<file path="src/design/lvc_cfg.svh">
// register indices, field positions, reset values and sizes of the video crop and colour block
`ifndef LVC_CFG_SVH
`define LVC_CFG_SVH

`define LVC_IDX_W         3
`define LVC_IDX_CTRL      3'h0
`define LVC_IDX_CROP_X    3'h1
`define LVC_IDX_CROP_Y    3'h2
`define LVC_IDX_WIDTH_M1  3'h3
`define LVC_IDX_HEIGHT_M1 3'h4

`define LVC_REG_W         16
`define LVC_CTRL_W        10
`define LVC_CTRL_RST      10'h001
`define LVC_BIT_ENABLE    0
`define LVC_BIT_MIRROR    1
`define LVC_PAD_HI        3
`define LVC_PAD_LO        2
`define LVC_LOW_SEL_HI    5
`define LVC_LOW_SEL_LO    4
`define LVC_MID_SEL_HI    7
`define LVC_MID_SEL_LO    6
`define LVC_HIGH_SEL_HI   9
`define LVC_HIGH_SEL_LO   8

`define LVC_COORD_W       11
`define LVC_SIZE_W        10
`define LVC_CROP_X_RST    11'h000
`define LVC_CROP_Y_RST    11'h000
`define LVC_WIDTH_M1_RST  10'h0ff
`define LVC_HEIGHT_M1_RST 10'h01f

`define LVC_POS_W         12
`define LVC_PIX_W         24
`define LVC_FIFO_W        46
`define LVC_FIFO_D        16
`define LVC_FIFO_AW       4

`endif

</file>
<file path="src/design/lvc_pkg.sv">
// types shared by the video crop and colour block
package lvc_pkg;
    // byte phase of the pixel serialiser, high byte leaves first
    typedef enum logic [1:0] {
        LVC_ST_HI  = 2'b00,
        LVC_ST_MID = 2'b01,
        LVC_ST_LO  = 2'b10
    } lvc_byte_st_t;
endpackage

</file>
<file path="src/design/lvc_crop_color.sv">
// crop window, mirroring, padding and colour ordering of the video to strip path, with its registers
`timescale 1ns/1ps
`default_nettype none
`include "lvc_cfg.svh"

// small fifo of flip-flops; full and empty are exact
module lvc_fifo #(
    parameter int W = 8,
    parameter int D = 16,
    parameter int AW = 4
) (
    input  wire logic         clk_sys,
    input  wire logic         rst_b,
    input  wire logic         in_valid,
    output logic              in_ready,
    input  wire logic [W-1:0] in_data,
    output logic              out_valid,
    input  wire logic         out_ready,
    output logic [W-1:0]      out_data
);
    logic [W-1:0]  mem_r [D];   // storage
    logic [AW-1:0] wp_r, wp_nxt; // write pointer
    logic [AW-1:0] rp_r, rp_nxt; // read pointer
    logic [AW:0]   cnt_r, cnt_nxt; // words held
    logic          push, pop;

    // count is one bit wider than the pointers, so the depth must be compared at that width
    assign in_ready  = (cnt_r != (AW+1)'(D));
    assign out_valid = (cnt_r != '0);
    assign out_data  = mem_r[rp_r];
    assign push      = in_valid && in_ready;
    assign pop       = out_valid && out_ready;

    // pointer and count update
    always_comb begin
        wp_nxt  = push ? AW'(wp_r + 1'b1) : wp_r;
        rp_nxt  = pop ? AW'(rp_r + 1'b1) : rp_r;
        cnt_nxt = cnt_r;
        if (push && !pop) begin
            cnt_nxt = (AW+1)'(cnt_r + 1'b1);
        end else if (pop && !push) begin
            cnt_nxt = (AW+1)'(cnt_r - 1'b1);
        end
    end

    always_ff @(posedge clk_sys) begin
        if (!rst_b) begin
            wp_r  <= '0;
            rp_r  <= '0;
            cnt_r <= '0;
        end else begin
            wp_r  <= wp_nxt;
            rp_r  <= rp_nxt;
            cnt_r <= cnt_nxt;
        end
    end

    // storage is written only, never reset; contents are qualified by the count
    always_ff @(posedge clk_sys) begin
        if (push) begin
            mem_r[wp_r] <= in_data;
        end
    end
endmodule // lvc_fifo

// Operation
// control bit 0 enables; reads valid-video
// software rewrites current enable when changing fields
// control bit 1 mirrors image horizontally
// bits 3-2 skip leading strip pixels
// bits 5-4 pick low byte colour
// bits 7-6 pick middle byte colour
// bits 9-8 pick high byte colour
// crop origin x, 11 bits, reset 0
// crop origin y, 11 bits, reset 0
// crop width is programmed value plus one
// crop height is programmed value plus one
// forward window pixels as high, middle, low
module lvc_crop_color
    import lvc_pkg::*;
(
    input  wire logic                    clk_sys,
    input  wire logic                    rst_b,
    // register port
    input  wire logic                    reg_wr,
    input  wire logic                    reg_rd,
    input  wire logic [`LVC_IDX_W-1:0]   reg_idx,
    input  wire logic [`LVC_REG_W-1:0]   reg_wdata,
    output logic [`LVC_REG_W-1:0]        reg_rdata,
    // input video
    input  wire logic                    vid_locked,
    input  wire logic                    vid_valid,
    output logic                         vid_ready,
    input  wire logic [`LVC_COORD_W-1:0] vid_x,
    input  wire logic [`LVC_COORD_W-1:0] vid_y,
    input  wire logic [`LVC_PIX_W-1:0]   vid_rgb,
    // strip byte stream
    output logic                         strip_valid,
    input  wire logic                    strip_ready,
    output logic [7:0]                   strip_byte,
    output logic [1:0]                   strip_phase,
    output logic [`LVC_POS_W-1:0]        strip_pos,
    output logic [`LVC_SIZE_W-1:0]       strip_line,
    output logic                         ctrl_enable
);
    logic [`LVC_CTRL_W-1:0]  ctrl_r, ctrl_nxt;          // control fields
    logic [`LVC_COORD_W-1:0] crop_x_r, crop_x_nxt;      // window origin x
    logic [`LVC_COORD_W-1:0] crop_y_r, crop_y_nxt;      // window origin y
    logic [`LVC_SIZE_W-1:0]  width_m1_r, width_m1_nxt;  // window width less one
    logic [`LVC_SIZE_W-1:0]  height_m1_r, height_m1_nxt; // window height less one
    logic [`LVC_REG_W-1:0]   rdata_r, rdata_nxt;        // read answer
    lvc_byte_st_t            st_r, st_nxt;              // serialiser phase

    logic [`LVC_COORD_W:0]   dx, dy;       // offset into window, one bit wider to catch borrow
    logic                    in_win;       // pixel inside crop window
    logic [`LVC_POS_W-1:0]   pos_calc;     // strip position of the pixel
    logic                    fifo_in_valid;
    logic                    fifo_in_ready;
    logic                    fifo_out_valid;
    logic                    fifo_pop;
    logic [`LVC_FIFO_W-1:0]  fifo_in, fifo_out;
    logic [`LVC_PIX_W-1:0]   head_rgb;

    // register writes; reserved bits are dropped
    always_comb begin
        ctrl_nxt      = ctrl_r;
        crop_x_nxt    = crop_x_r;
        crop_y_nxt    = crop_y_r;
        width_m1_nxt  = width_m1_r;
        height_m1_nxt = height_m1_r;
        if (reg_wr) begin
            if (reg_idx == `LVC_IDX_CTRL) begin
                ctrl_nxt = reg_wdata[`LVC_CTRL_W-1:0];
            end else if (reg_idx == `LVC_IDX_CROP_X) begin
                crop_x_nxt = reg_wdata[`LVC_COORD_W-1:0];
            end else if (reg_idx == `LVC_IDX_CROP_Y) begin
                crop_y_nxt = reg_wdata[`LVC_COORD_W-1:0];
            end else if (reg_idx == `LVC_IDX_WIDTH_M1) begin
                width_m1_nxt = reg_wdata[`LVC_SIZE_W-1:0];
            end else if (reg_idx == `LVC_IDX_HEIGHT_M1) begin
                height_m1_nxt = reg_wdata[`LVC_SIZE_W-1:0];
            end
        end
    end

    // read mux; bit 0 of control shows the video detector, not the stored enable
    always_comb begin
        rdata_nxt = rdata_r;
        if (reg_rd) begin
            rdata_nxt = '0;
            if (reg_idx == `LVC_IDX_CTRL) begin
                rdata_nxt = {{(`LVC_REG_W-`LVC_CTRL_W){1'b0}}, ctrl_r[`LVC_CTRL_W-1:1], vid_locked};
            end else if (reg_idx == `LVC_IDX_CROP_X) begin
                rdata_nxt = {{(`LVC_REG_W-`LVC_COORD_W){1'b0}}, crop_x_r};
            end else if (reg_idx == `LVC_IDX_CROP_Y) begin
                rdata_nxt = {{(`LVC_REG_W-`LVC_COORD_W){1'b0}}, crop_y_r};
            end else if (reg_idx == `LVC_IDX_WIDTH_M1) begin
                rdata_nxt = {{(`LVC_REG_W-`LVC_SIZE_W){1'b0}}, width_m1_r};
            end else if (reg_idx == `LVC_IDX_HEIGHT_M1) begin
                rdata_nxt = {{(`LVC_REG_W-`LVC_SIZE_W){1'b0}}, height_m1_r};
            end
        end
    end

    always_ff @(posedge clk_sys) begin
        if (!rst_b) begin
            ctrl_r      <= `LVC_CTRL_RST;
            crop_x_r    <= `LVC_CROP_X_RST;
            crop_y_r    <= `LVC_CROP_Y_RST;
            width_m1_r  <= `LVC_WIDTH_M1_RST;
            height_m1_r <= `LVC_HEIGHT_M1_RST;
            rdata_r     <= '0;
        end else begin
            ctrl_r      <= ctrl_nxt;
            crop_x_r    <= crop_x_nxt;
            crop_y_r    <= crop_y_nxt;
            width_m1_r  <= width_m1_nxt;
            height_m1_r <= height_m1_nxt;
            rdata_r     <= rdata_nxt;
        end
    end

    assign reg_rdata   = rdata_r;
    assign ctrl_enable = ctrl_r[`LVC_BIT_ENABLE];

    // window test: the borrow bit of the offset says the pixel lies left of or above the origin
    always_comb begin
        dx     = {1'b0, vid_x} - {1'b0, crop_x_r};
        dy     = {1'b0, vid_y} - {1'b0, crop_y_r};
        in_win = !dx[`LVC_COORD_W] && (dx[`LVC_COORD_W-1:0] <= {1'b0, width_m1_r})
              && !dy[`LVC_COORD_W] && (dy[`LVC_COORD_W-1:0] <= {1'b0, height_m1_r});
        // mirroring counts from the right edge of the window instead of the left
        if (ctrl_r[`LVC_BIT_MIRROR]) begin
            pos_calc = `LVC_POS_W'(width_m1_r) - `LVC_POS_W'(dx[`LVC_COORD_W-1:0]);
        end else begin
            pos_calc = `LVC_POS_W'(dx[`LVC_COORD_W-1:0]);
        end
        pos_calc = pos_calc + `LVC_POS_W'(ctrl_r[`LVC_PAD_HI:`LVC_PAD_LO]);
    end

    // pixels are queued only when enabled and inside the window; the rest are consumed and lost
    assign fifo_in_valid = vid_valid && ctrl_r[`LVC_BIT_ENABLE] && in_win;
    assign vid_ready     = fifo_in_ready;
    assign fifo_in       = {dy[`LVC_SIZE_W-1:0], pos_calc, vid_rgb};

    lvc_fifo #(
        .W  (`LVC_FIFO_W),
        .D  (`LVC_FIFO_D),
        .AW (`LVC_FIFO_AW)
    ) u_fifo (
        .clk_sys   (clk_sys),
        .rst_b     (rst_b),
        .in_valid  (fifo_in_valid),
        .in_ready  (fifo_in_ready),
        .in_data   (fifo_in),
        .out_valid (fifo_out_valid),
        .out_ready (fifo_pop),
        .out_data  (fifo_out)
    );

    // colour picker; rgb word holds red high, green middle, blue low
    function automatic logic [7:0] pick(input logic [1:0] sel, input logic [23:0] rgb, input logic [1:0] st);
        logic [1:0] c;
        c = 2'd0;
        case (st)
            2'd0: c = (sel == 2'b01) ? 2'd1 : (sel == 2'b10) ? 2'd0 : 2'd2; // high: r g b r
            2'd1: c = (sel == 2'b01) ? 2'd2 : (sel == 2'b10) ? 2'd0 : 2'd1; // middle: g r b g
            default: c = (sel == 2'b01) ? 2'd1 : (sel == 2'b10) ? 2'd2 : 2'd0; // low: b g r b
        endcase
        case (c)
            2'd2: pick = rgb[23:16];
            2'd1: pick = rgb[15:8];
            default: pick = rgb[7:0];
        endcase
    endfunction

    // byte serialiser: word leaves the fifo only after its low byte is taken
    always_comb begin
        st_nxt = st_r;
        if (fifo_out_valid && strip_ready) begin
            case (st_r)
                LVC_ST_HI:  st_nxt = LVC_ST_MID;
                LVC_ST_MID: st_nxt = LVC_ST_LO;
                default:    st_nxt = LVC_ST_HI;
            endcase
        end
    end

    always_ff @(posedge clk_sys) begin
        if (!rst_b) begin
            st_r <= LVC_ST_HI;
        end else begin
            st_r <= st_nxt;
        end
    end

    assign head_rgb    = fifo_out[`LVC_PIX_W-1:0];
    assign fifo_pop    = fifo_out_valid && strip_ready && (st_r == LVC_ST_LO);
    assign strip_valid = fifo_out_valid;
    assign strip_phase = st_r;
    assign strip_pos   = fifo_out[`LVC_PIX_W +: `LVC_POS_W];
    assign strip_line  = fifo_out[`LVC_FIFO_W-1 -: `LVC_SIZE_W];
    always_comb begin
        case (st_r)
            LVC_ST_HI:  strip_byte = pick(ctrl_r[`LVC_HIGH_SEL_HI:`LVC_HIGH_SEL_LO], head_rgb, 2'd0);
            LVC_ST_MID: strip_byte = pick(ctrl_r[`LVC_MID_SEL_HI:`LVC_MID_SEL_LO], head_rgb, 2'd1);
            default:    strip_byte = pick(ctrl_r[`LVC_LOW_SEL_HI:`LVC_LOW_SEL_LO], head_rgb, 2'd2);
        endcase
    end
endmodule // lvc_crop_color
`default_nettype wire

</file>
<file path="config.mk">
export PLATFORM = sky130hd
export DESIGN_NAME = lvc_crop_color
export DESIGN_NICKNAME = d
export VERILOG_FILES = /design/src/design/lvc_pkg.sv /design/src/design/lvc_crop_color.sv
export VERILOG_INCLUDE_DIRS = /design/src /design/src/design
export SDC_FILE = /design/constraint.sdc
export NUM_CORES = 1
export LEC_CHECK = 0
export BUFFER_PORTS_ARGS = -buffer_cell sky130_fd_sc_hd__buf_2
export CAP_MARGIN = 40
export CORE_UTILIZATION = 35
export CTS_CLUSTER_DIAMETER = 50
export CTS_CLUSTER_SIZE = 20
export DETAILED_ROUTE_END_ITERATION = 12
export PLACE_DENSITY = 0.51
export SLEW_MARGIN = 20
export SYNTH_ARGS = -nofsm -noshare
export SYNTH_HDL_FRONTEND = slang
export SYNTH_HIERARCHICAL = 1
export SYNTH_SLANG_ARGS = --single-unit
</file>
<file path="constraint.sdc">
create_clock -name clk_sys -period 21.1 [get_ports clk_sys]
set_input_delay 4.22 -clock clk_sys [delete_from_list [all_inputs] [get_ports clk_sys]]
set_output_delay 4.22 -clock clk_sys [all_outputs]
set_load 0.005 [all_outputs]
</file>
---- Word level (Yosys, flattened, before mapping) ----
Memory sizes are Yosys's and may differ from the RTL's. A register that Yosys moved wholly into a read port is not among the register bits.
Cells that the tools add are included.
cells by class
  add/sub/neg operators ................... 8
  $lt $le $gt $ge ......................... 2
  eq/ne operators ......................... 19
  mux-type cells .......................... 26
  bitwise operators ....................... 4
  reductions and logical operators ........ 25
operators by type and width
  kind                   number
  $pmux W8 S2            4
  $mux W11               3
  $sub A11 B11 Y12       2
  $le A11 B10 Y1         2
  $mux W10               2
  $mux W2                8
  $eq A2 B1 Y1 const B   7
  $eq A2 B2 Y1 const B   7
  $add A12 B2 Y12        1
  $mux W12               1
  $sub A10 B11 Y12       1
  $logic_and A1 B1 Y1    11
  $mux W5                2
  $add A4 B1 Y4 const B  2
  $mux W4                2
  $eq A3 B2 Y1 const B   2
  $reduce_and A6 Y1      1
  $add A5 B1 Y5 const B  1
  $ne A5 B5 Y1 const B   1
  $reduce_and A5 Y1      1
  $reduce_bool A5 Y1     1
  $sub A5 B1 Y5 const B  1
  $logic_not A1 Y1       4
  $not A1 Y1             4
  11 further kinds       13
word-level totals
  register bits after elaboration ......... 83
  memory bits (writable) .................. 736
  input bits .............................. 72
  memories ................................ 1
memories
  name          depth  bits a word  rd ports  clocked after memory_dff  write ports  line                  source
  u_fifo.mem_r  16     46           1         1                         1            lvc_crop_color.sv:21  logic [W-1:0] mem_r [D];

---- Longest topological paths before layout ----
Gate-level depths: netlist of run 1.
  depth in word-level cells ............... 11
  mapped depth ............................ 24
  mapped depth without buffers ............ 24

---- Modules after synthesis ----
The synthesis of run 1 kept the hierarchy.
by module, submodules not included
  module          times used  cells each  area an instance (um^2)  sequential area each (um^2)
  lvc_fifo        1           1,231       28,468.6                 22,441.5
  lvc_crop_color  1           751         5,725.5                  1,301.2

---- Least setup slack after synthesis of run 1 ----
No wires, ideal clock.
  kind .................................... input to register
  start ................................... input vid_y[0]
  end ..................................... memory u_fifo/mem_r[12][0] in the netlist's numbering (enable)
  setup time .............................. 450 ps
  arrival time ............................ 9,711 ps
  data required time ...................... 20,650 ps
  slack ................................... 10,939 ps
  stages on the path ...................... 19
  path through ............................ inv_1 -> ha_1 -> inv_1 -> fa_1 -> a21o_1 -> a21oi_1 -> o21a_1 -> o31ai_1 -> xor2_1 -> ha_1 -> a21o_1 -> a21oi_1 -> o211ai_1 -> a21oi_1 -> o21ai_0 -> nor4_1 -> a21boi_2 -> nand3_1 -> nor2_1
RTL lines
  item                           line                   source
  from (decl)                    lvc_crop_color.sv:95   input wire logic [`LVC_COORD_W-1:0] vid_y,
  $sub A11 B11 Y12               lvc_crop_color.sv:189  dy = {1'b0, vid_y} - {1'b0, crop_y_r};
  named net dy[8]                lvc_crop_color.sv:114  logic [`LVC_COORD_W:0] dx, dy;
  $le A11 B10 Y1                 lvc_crop_color.sv:191  && !dy[`LVC_COORD_W] && (dy[`LVC_COORD_W-1:0] <= {1'b0, height_m1_r});
  $logic_and A1 B1 Y1            lvc_crop_color.sv:190  in_win = !dx[`LVC_COORD_W] && (dx[`LVC_COORD_W-1:0] <= {1'b0, width_m1_r})
  $logic_and A1 B1 Y1            lvc_crop_color.sv:202  assign fifo_in_valid = vid_valid && ctrl_r[`LVC_BIT_ENABLE] && in_win;
  named net fifo_in_valid        lvc_crop_color.sv:117  logic fifo_in_valid;
  $logic_and A1 B1 Y1            lvc_crop_color.sv:31   assign push = in_valid && in_ready;
  named net u_fifo.push          lvc_crop_color.sv:25   logic push, pop;
  $mux W1                        lvc_crop_color.sv:60   if (push) begin
  $mux W1 (implied by the code)  lvc_crop_color.sv:61   mem_r[wp_r] <= in_data;
  to (decl)                      lvc_crop_color.sv:21
The timed path passes the listed nets, and every way through them passes these cells.

---- Final worst setup path of run 1 ----
  start ................................... input vid_y[0]
  end ..................................... memory u_fifo/mem_r[15][4] in the netlist's numbering (enable)
Same word-level chain as after synthesis.

==> results of run 1 <==
==> area by class of cell <==
cell class,count,area (sq um)
Clock buffer,91,2180
Fill cell,8685,56920
Antenna cell,1,2.502
Multi-Input combinational cell,1001,9818
Clock inverter,69,885.9
Timing Repair Buffer,166,1324
Inverter,61,229.0
Sequential cell,818,23750
Tap cell,1276,1597
==> critical path, delay by kind of cell <==
kind,cells,cell delay (ps)
compound gates,10,2190
xor+xnor,1,540
buf+inv,4,760
simple gates,3,1610
fa+ha+maj,3,930
==> cells by family (layout without fill, tap and decap cells) <==
kind of cell / after synthesis / count (layout)
buffers and inverters: 167 / 387
other: 1 / 6
XOR/XNOR: 35 / 35
adder cells (fa/ha/maj): 64 / 64
AND/OR/NAND/NOR: 380 / 380
flip-flops: 818 / 818
AO/OA/AOI/OAI: 313 / 313
multiplexers: 204 / 204
==> worst max-delay path by stage <==
stage / from / endpoint / slack (ps) / depth (start not counted)
final: vid_y[0] / u_fifo/mem_r[15][4] / 11120 / 21
after detailed placement: vid_y[0] / u_fifo/mem_r[13][16] / 10450 / 21
after floorplan: vid_y[0] / u_fifo/mem_r[12][0] / 10940 / 19
after CTS: vid_y[0] / u_fifo/mem_r[13][5] / 11130 / 21
after global placement: vid_y[0] / u_fifo/mem_r[13][15] / 9770 / 21
after global routing: vid_y[0] / u_fifo/mem_r[12][5] / 10740 / 21
==> placed cells by master (no fill, tap or decap), types with 12 or more instances in the layout <==
cell,synthesis,final
edfxtp_1,736,736
nor2_1,56,51
nor2b_1,22,20
a211oi_1,12,12
mux4_2,194,194
and2_4,1,13
ha_1,59,59
nand3_1,25,25
xnor2_1,24,23
inv_6,0,18
inv_1,60,60
buf_2,11,113
a21boi_0,40,40
nand2b_1,12,12
a21oi_1,63,63
nand2_1,190,190
buf_4,13,31
buf_16,0,12
dfxtp_1,82,80
o21ai_0,18,18
clkbuf_16,0,85
a22oi_1,116,116
==> registers in the layout, indices dropped and copies added (netlist names), named ones only <==
name / flops
u_fifo/wp_r: 4
reg_rdata: 11
u_fifo/cnt_r: 5
u_fifo/rp_r: 4
height_m1_r: 10
u_fifo/mem_r: 736
strip_phase: 2
width_m1_r: 10
crop_y_r: 11
crop_x_r: 11
ctrl_r: 10
==> power groups by stage <==
stage	registers (mW)	clock network, mW	logic (mW)
2_1_floorplan	1.82	0	0.0944
3_5_place_dp	1.83	0	0.156
5_1_grt	1.79	1.69	0.174
6_report	1.79	1.60	0.156
4_1_cts	1.79	1.64	0.156
3_3_place_gp	1.83	0	0.145
==> metal layers <==
layer,global-route usage [%],share of wire (%),vias up
li1,-,-,8204
met1,23.63,44,9701
met2,28.79,49,477
met3,2.760,4.7,115
met4,4.248,1.9,0
met5,0,0,-
==> qor.txt, run 1 <==
Slowest-stage cell, CP: nor4_1
Non-filler instance count after layout: 3483
Synth top area share: 64.63%
Synthesis Warnings: 6
Critical-path cell list: buf_2 -> inv_1 -> ha_1 -> inv_1 -> fa_1 -> a21o_1 -> a21oi_1 -> o21a_1 -> o31ai_1 -> xor2_1 -> ha_1 -> a21o_1 -> a21oi_1 -> o211ai_1 -> a21oi_1 -> o21ai_0 -> nor4_1 -> a21boi_2 -> nand3_1 -> nor2_4 -> buf_4
DRC viols: 0
Via-per-instance ratio: 5.311
Chip Width: 314.6 microns
Post-synthesis xor/xnor area fraction: 0.8965%
Fin nets: 2269
Worst hold slack: 479.9 ps
Switch Pwr: 0.8139 mW
Worst setup SP type: primary input
First-pass DRT Iterations: 5
Synth Area in Adders: 2.452%
Post-Place Cells: 3317
RR Startpoint: crop_y_r[0]
Critical Path AT: 10270 ps
Synth Cell Area: 0.03419 sq mm
Mux share of post-synthesis cell area: 13.07%
Final Max Slew Viols: 0
CTS clk-pin slew, worst paths: 60 ps
Synthesized instance count: 1982
H-tree Lvls: 3
Final instance area: 0.03979 sq mm
CP Max Fanout: 24
Peak supply drop: 65.98 uV
Skew-Pair Late Insertion Delay: 660 ps
Slew Limit Headroom: 44.15%
Worst setup EP type: flop
Flop pwr share: 50.5%
Port Buffer Count: 112
# hold bufs at CTS: 0
Post-synth cell types: 75
Sw frac: 22.96%
Routed Antenna Nets: 0
Avg Synthesized Cell Area: 17.25 sq um
Compound-Gate Fraction of Synth Area: 6.612%
Simple-gate share of the synthesized area: 5.309%
Via Count: 18500
Worst Hold Class: reg -> reg
Clk sink count: 818
WS Path Type: in -> reg
Number of global-route vias before repair: 19150
Post-synth EDFFs: 736
R2r setup slk: 14480 ps
Max incr delay on CP: 620 ps
RePlAce Congestion: 0.8137
Status: finished clean
Largest net degree at the start of global routing: 84
Most frequent cell after synthesis: edfxtp_1
Largest family of logic cells by synthesized area: multiplexers
Max Freq: 100.2 MHz
Int Pwr: 2.731 mW
Max Buffers Root-to-Sink: 3
HP Start: reg_rdata[5]
Final core utilization: 41.14%
GRT Util Overall: 17.28%
R2R depth: 19
Fin crit share: 47.28%
Most used flip-flop cell after synthesis: edfxtp_1
Combinational power share: 4.4%
Height of the die: 314.6 microns
Post-detail-place hpwl: 51.46 mm
Core Rows: 114
Hold Crit Endpoint: reg_rdata[5]
RSZ-0062 raised after global routing: false
Asr flop ratio synth: 0%
Area grow syn2layout: 16.35%
Die Footprint: 0.09895 sq mm
Final Hold Viols: 0
TNS Setup: 0 ps
CTS buffer count: 85
I/O pin total: 123
Largest area contributor in the netlist: edfxtp_1
Post_cts resized: 0
Worst slew pin tran: 836.6 ps
Most frequent cell on the critical path: a21oi_1
Remaining Overflow, GRT: 0
Seq cells post-synth: 818
Mean routed wirelength per cell: 24.40 microns
CTS tree: done
Initial core utilization: 35.36%
Drt total wl: 84.99 mm
Synth area leaders: edfxtp_1, mux4_2, dfxtp_1
Total core area: 0.09671 sq mm
Number of max-cap violations: 0
Leak: 12.91 nW
Pwr dens: 89.11 mW/mm^2
Post-CTS Setup Bufs: 0
Drt initial violations: 1470
Clk_skew: 53.42 ps
Worst Hold Path Cells: 1
# setup viols final: 0
Seq/Total Area, Yosys: 69.44%
Post-synth top cells: edfxtp_1, mux4_2, nand2_1
Data required time of the critical path: 21390 ps
Clock Power Share: 45.1%
Design Power: 3.545 mW
CTS root buffer: clkbuf_16
Area after DPL: 0.03664 sq mm
PnR worst setup slack: 11120 ps
Initial antenna violation count: 1
DP Worst Slack: 10450 ps
Layout cells sized above 1: 25.43%
FF-to-FF End: u_fifo/mem_r[15][4]
Fin crit period: 9976 ps
First-pass GRT wire length: 125.5 mm
Note: power is estimated with default switching activity, not from simulation.
==> run 2, diff against run 1 <==
==> constraint.sdc (replaced) <==
create_clock -name clk_sys -period 9.5 [get_ports clk_sys]
set_input_delay 1.9 -clock clk_sys [delete_from_list [all_inputs] [get_ports clk_sys]]
set_output_delay 1.9 -clock clk_sys [all_outputs]
set_load 0.005 [all_outputs]
==> run 2 against run 1 <==
Against the previous run: sequential power increased by 120%; largest cell class unchanged; non-clock buffer count decreased by 1; first-iteration DRC count decreased by 6.1%; critical path type unchanged; worst hold slack improved by 5.5 ps; largest power group unchanged.
==> qor.txt, run 2 (synthesized netlist as in run 1, its figures left out) <==
Core Rows: 114
Final Hold Viols: 0
Most frequent cell on the critical path: a21oi_1
H-tree Lvls: 3
Combinational power share: 4.5%
Clk_skew: 46.13 ps
Worst Hold Class: reg -> reg
Total core area: 0.09671 sq mm
TNS Setup: 0 ps
Number of max-cap violations: 0
Drt total wl: 84.78 mm
Worst slew pin tran: 909.6 ps
Remaining Overflow, GRT: 0
Post-CTS Setup Bufs: 0
CTS buffer count: 85
Fin crit period: 7086 ps
Pwr dens: 197.8 mW/mm^2
Initial core utilization: 35.36%
Via-per-instance ratio: 5.305
Clk sink count: 818
CTS root buffer: clkbuf_16
Critical-path cell list: buf_2 -> ha_1 -> or2_2 -> a21oi_1 -> a31oi_1 -> a311oi_1 -> xnor2_1 -> buf_4 -> ha_1 -> nand3_1 -> nor4_1 -> a21oi_1 -> a21oi_1 -> o21ai_0 -> nor4_1 -> a21boi_2 -> nand3_1 -> nor2_4 -> buf_12
Mean routed wirelength per cell: 24.35 microns
Max Buffers Root-to-Sink: 3
Chip Width: 314.6 microns
Peak supply drop: 134.8 uV
Skew-Pair Late Insertion Delay: 670 ps
GRT Util Overall: 17.22%
Clock Power Share: 44.8%
Most common cell after layout, fill and taps aside: edfxtp_1
Port Buffer Count: 112
Routed Antenna Nets: 0
Slew Limit Headroom: 39.36%
Flop pwr share: 50.8%
# hold bufs at CTS: 0
CP Max Fanout: 29
Drt initial violations: 1381
Final core utilization: 40.93%
CP bufs+invs: 3
Area grow syn2layout: 15.76%
Post-detail-place hpwl: 50.13 mm
Largest net degree at the start of global routing: 111
Slowest-stage cell, CP: nor2_4
First-pass DRT Iterations: 5
Critical Path AT: 7420 ps
Final Max Slew Viols: 0
First-pass GRT wire length: 124.9 mm
Sw frac: 23.75%
Status: finished clean
RePlAce Congestion: 0.8148
Max Freq: 141.1 MHz
WS Path Type: in -> reg
Leak: 12.83 nW
CTS clk-pin slew, worst paths: 60 ps
Height of the die: 314.6 microns
Worst setup EP type: flop
I/O pin total: 123
Data required time of the critical path: 9840 ps
DRC viols: 0
# setup viols final: 0
Initial antenna violation count: 5
Crit-path leading delay family: simple AND/OR/NAND/NOR gates
Max reg flops: 736
Worst setup SP type: primary input
Fin nets: 2268
Switch Pwr: 1.859 mW
Fin crit share: 74.59%
Via Count: 18470
Largest register by flop count: u_fifo/mem_r
Int Pwr: 5.970 mW
Die Footprint: 0.09895 sq mm
Max incr delay on CP: 710 ps
CTS tree: done
Commonest non-fill, non-tap cells in the layout: edfxtp_1, mux4_2, nand2_1, a22oi_1, buf_2
Layout cells sized above 1: 25.50%
Number of global-route vias before repair: 18820
Post_cts resized: 0
RSZ-0062 raised after global routing: false
-- run 2: cell types whose count changed in the layout (fill, tap and decap cells not counted), sizes merged --
cell and change:
clkinv +4, bufinv -4, clkbuf -2, buf -2, clkinvlp +2
-- run 2: routing by layer --
metal	vias to the layer above	track usage (%)	part of all wire, %	wire (microns)
li1	8195	-	-	-
met1	9715	23.88	45	37850
met2	443	28.26	49	41340
met3	113	2.642	4.5	3855
met4	2	4.490	2.0	1714
met5	-	0	0.019	16
-- run 2: power groups by stage --
stage	sequential (mW)	clock (mW)	combinational, mW
2_1_floorplan	4.05	0	0.210
3_3_place_gp	4.06	0	0.326
3_5_place_dp	4.05	0	0.349
4_1_cts	3.97	3.59	0.350
5_1_grt	3.97	3.72	0.388
6_report	3.97	3.51	0.349
-- run 2: metrics by stage --
| stage | hold WS [ps] | instance area, sq um | power (mW) | instances | worst slack [ps] |
|---|---|---|---|---|---|
| 2_1_floorplan | 453.4 | 34210 | 4.261 | 1986 | 1659 |
| 3_3_place_gp | 464.8 | 36220 | 4.381 | 3298 | 1135 |
| 3_5_place_dp | 473.9 | 36500 | 4.404 | 3317 | 1337 |
| 4_1_cts | 489.6 | 39540 | 7.913 | 3476 | 2028 |
| 5_1_grt | 505.0 | 39580 | 8.081 | 3480 | 2017 |
| 6_report | 485.3 | 39580 | 7.829 | 3481 | 2414 |
-- run 2: worst register-to-register path: stages (launching register included) --
cell and delay (ps):
dfxtp_1 410, inv_1 70, ha_1 310, or2_2 280, a21oi_1 270, a31oi_1 130
a311oi_1 430, xnor2_1 100, buf_4 210, ha_1 310, nand3_1 100, nor4_1 280
a21oi_1 70, a21oi_1 350, o21ai_0 160, nor4_1 450, a21boi_2 480, nand3_1 400
nor2_4 710, buf_12 330
-- run 2: final timing paths --
check	depth (start not counted)	start	end	slack (ps)
hold / removal	2	crop_x_r[10]	crop_x_r[10]	490
setup reg to reg	19	crop_y_r[5]	u_fifo/mem_r[13][43]	3320
setup / recovery	19	vid_y[5]	u_fifo/mem_r[13][43]	2410
hold reg to reg	2	crop_x_r[10]	crop_x_r[10]	490
-- run 2: cell type report --
type                       count  area, sq um
sequential                   818        23750
fill                        8687        57120
clock buffer                  88         2148
multi-input combinational   1001         9811
antenna                        1        2.502
inverter                      61        229.0
tap                         1276         1597
clock inverter                71        894.6
timing repair buffer         165         1152
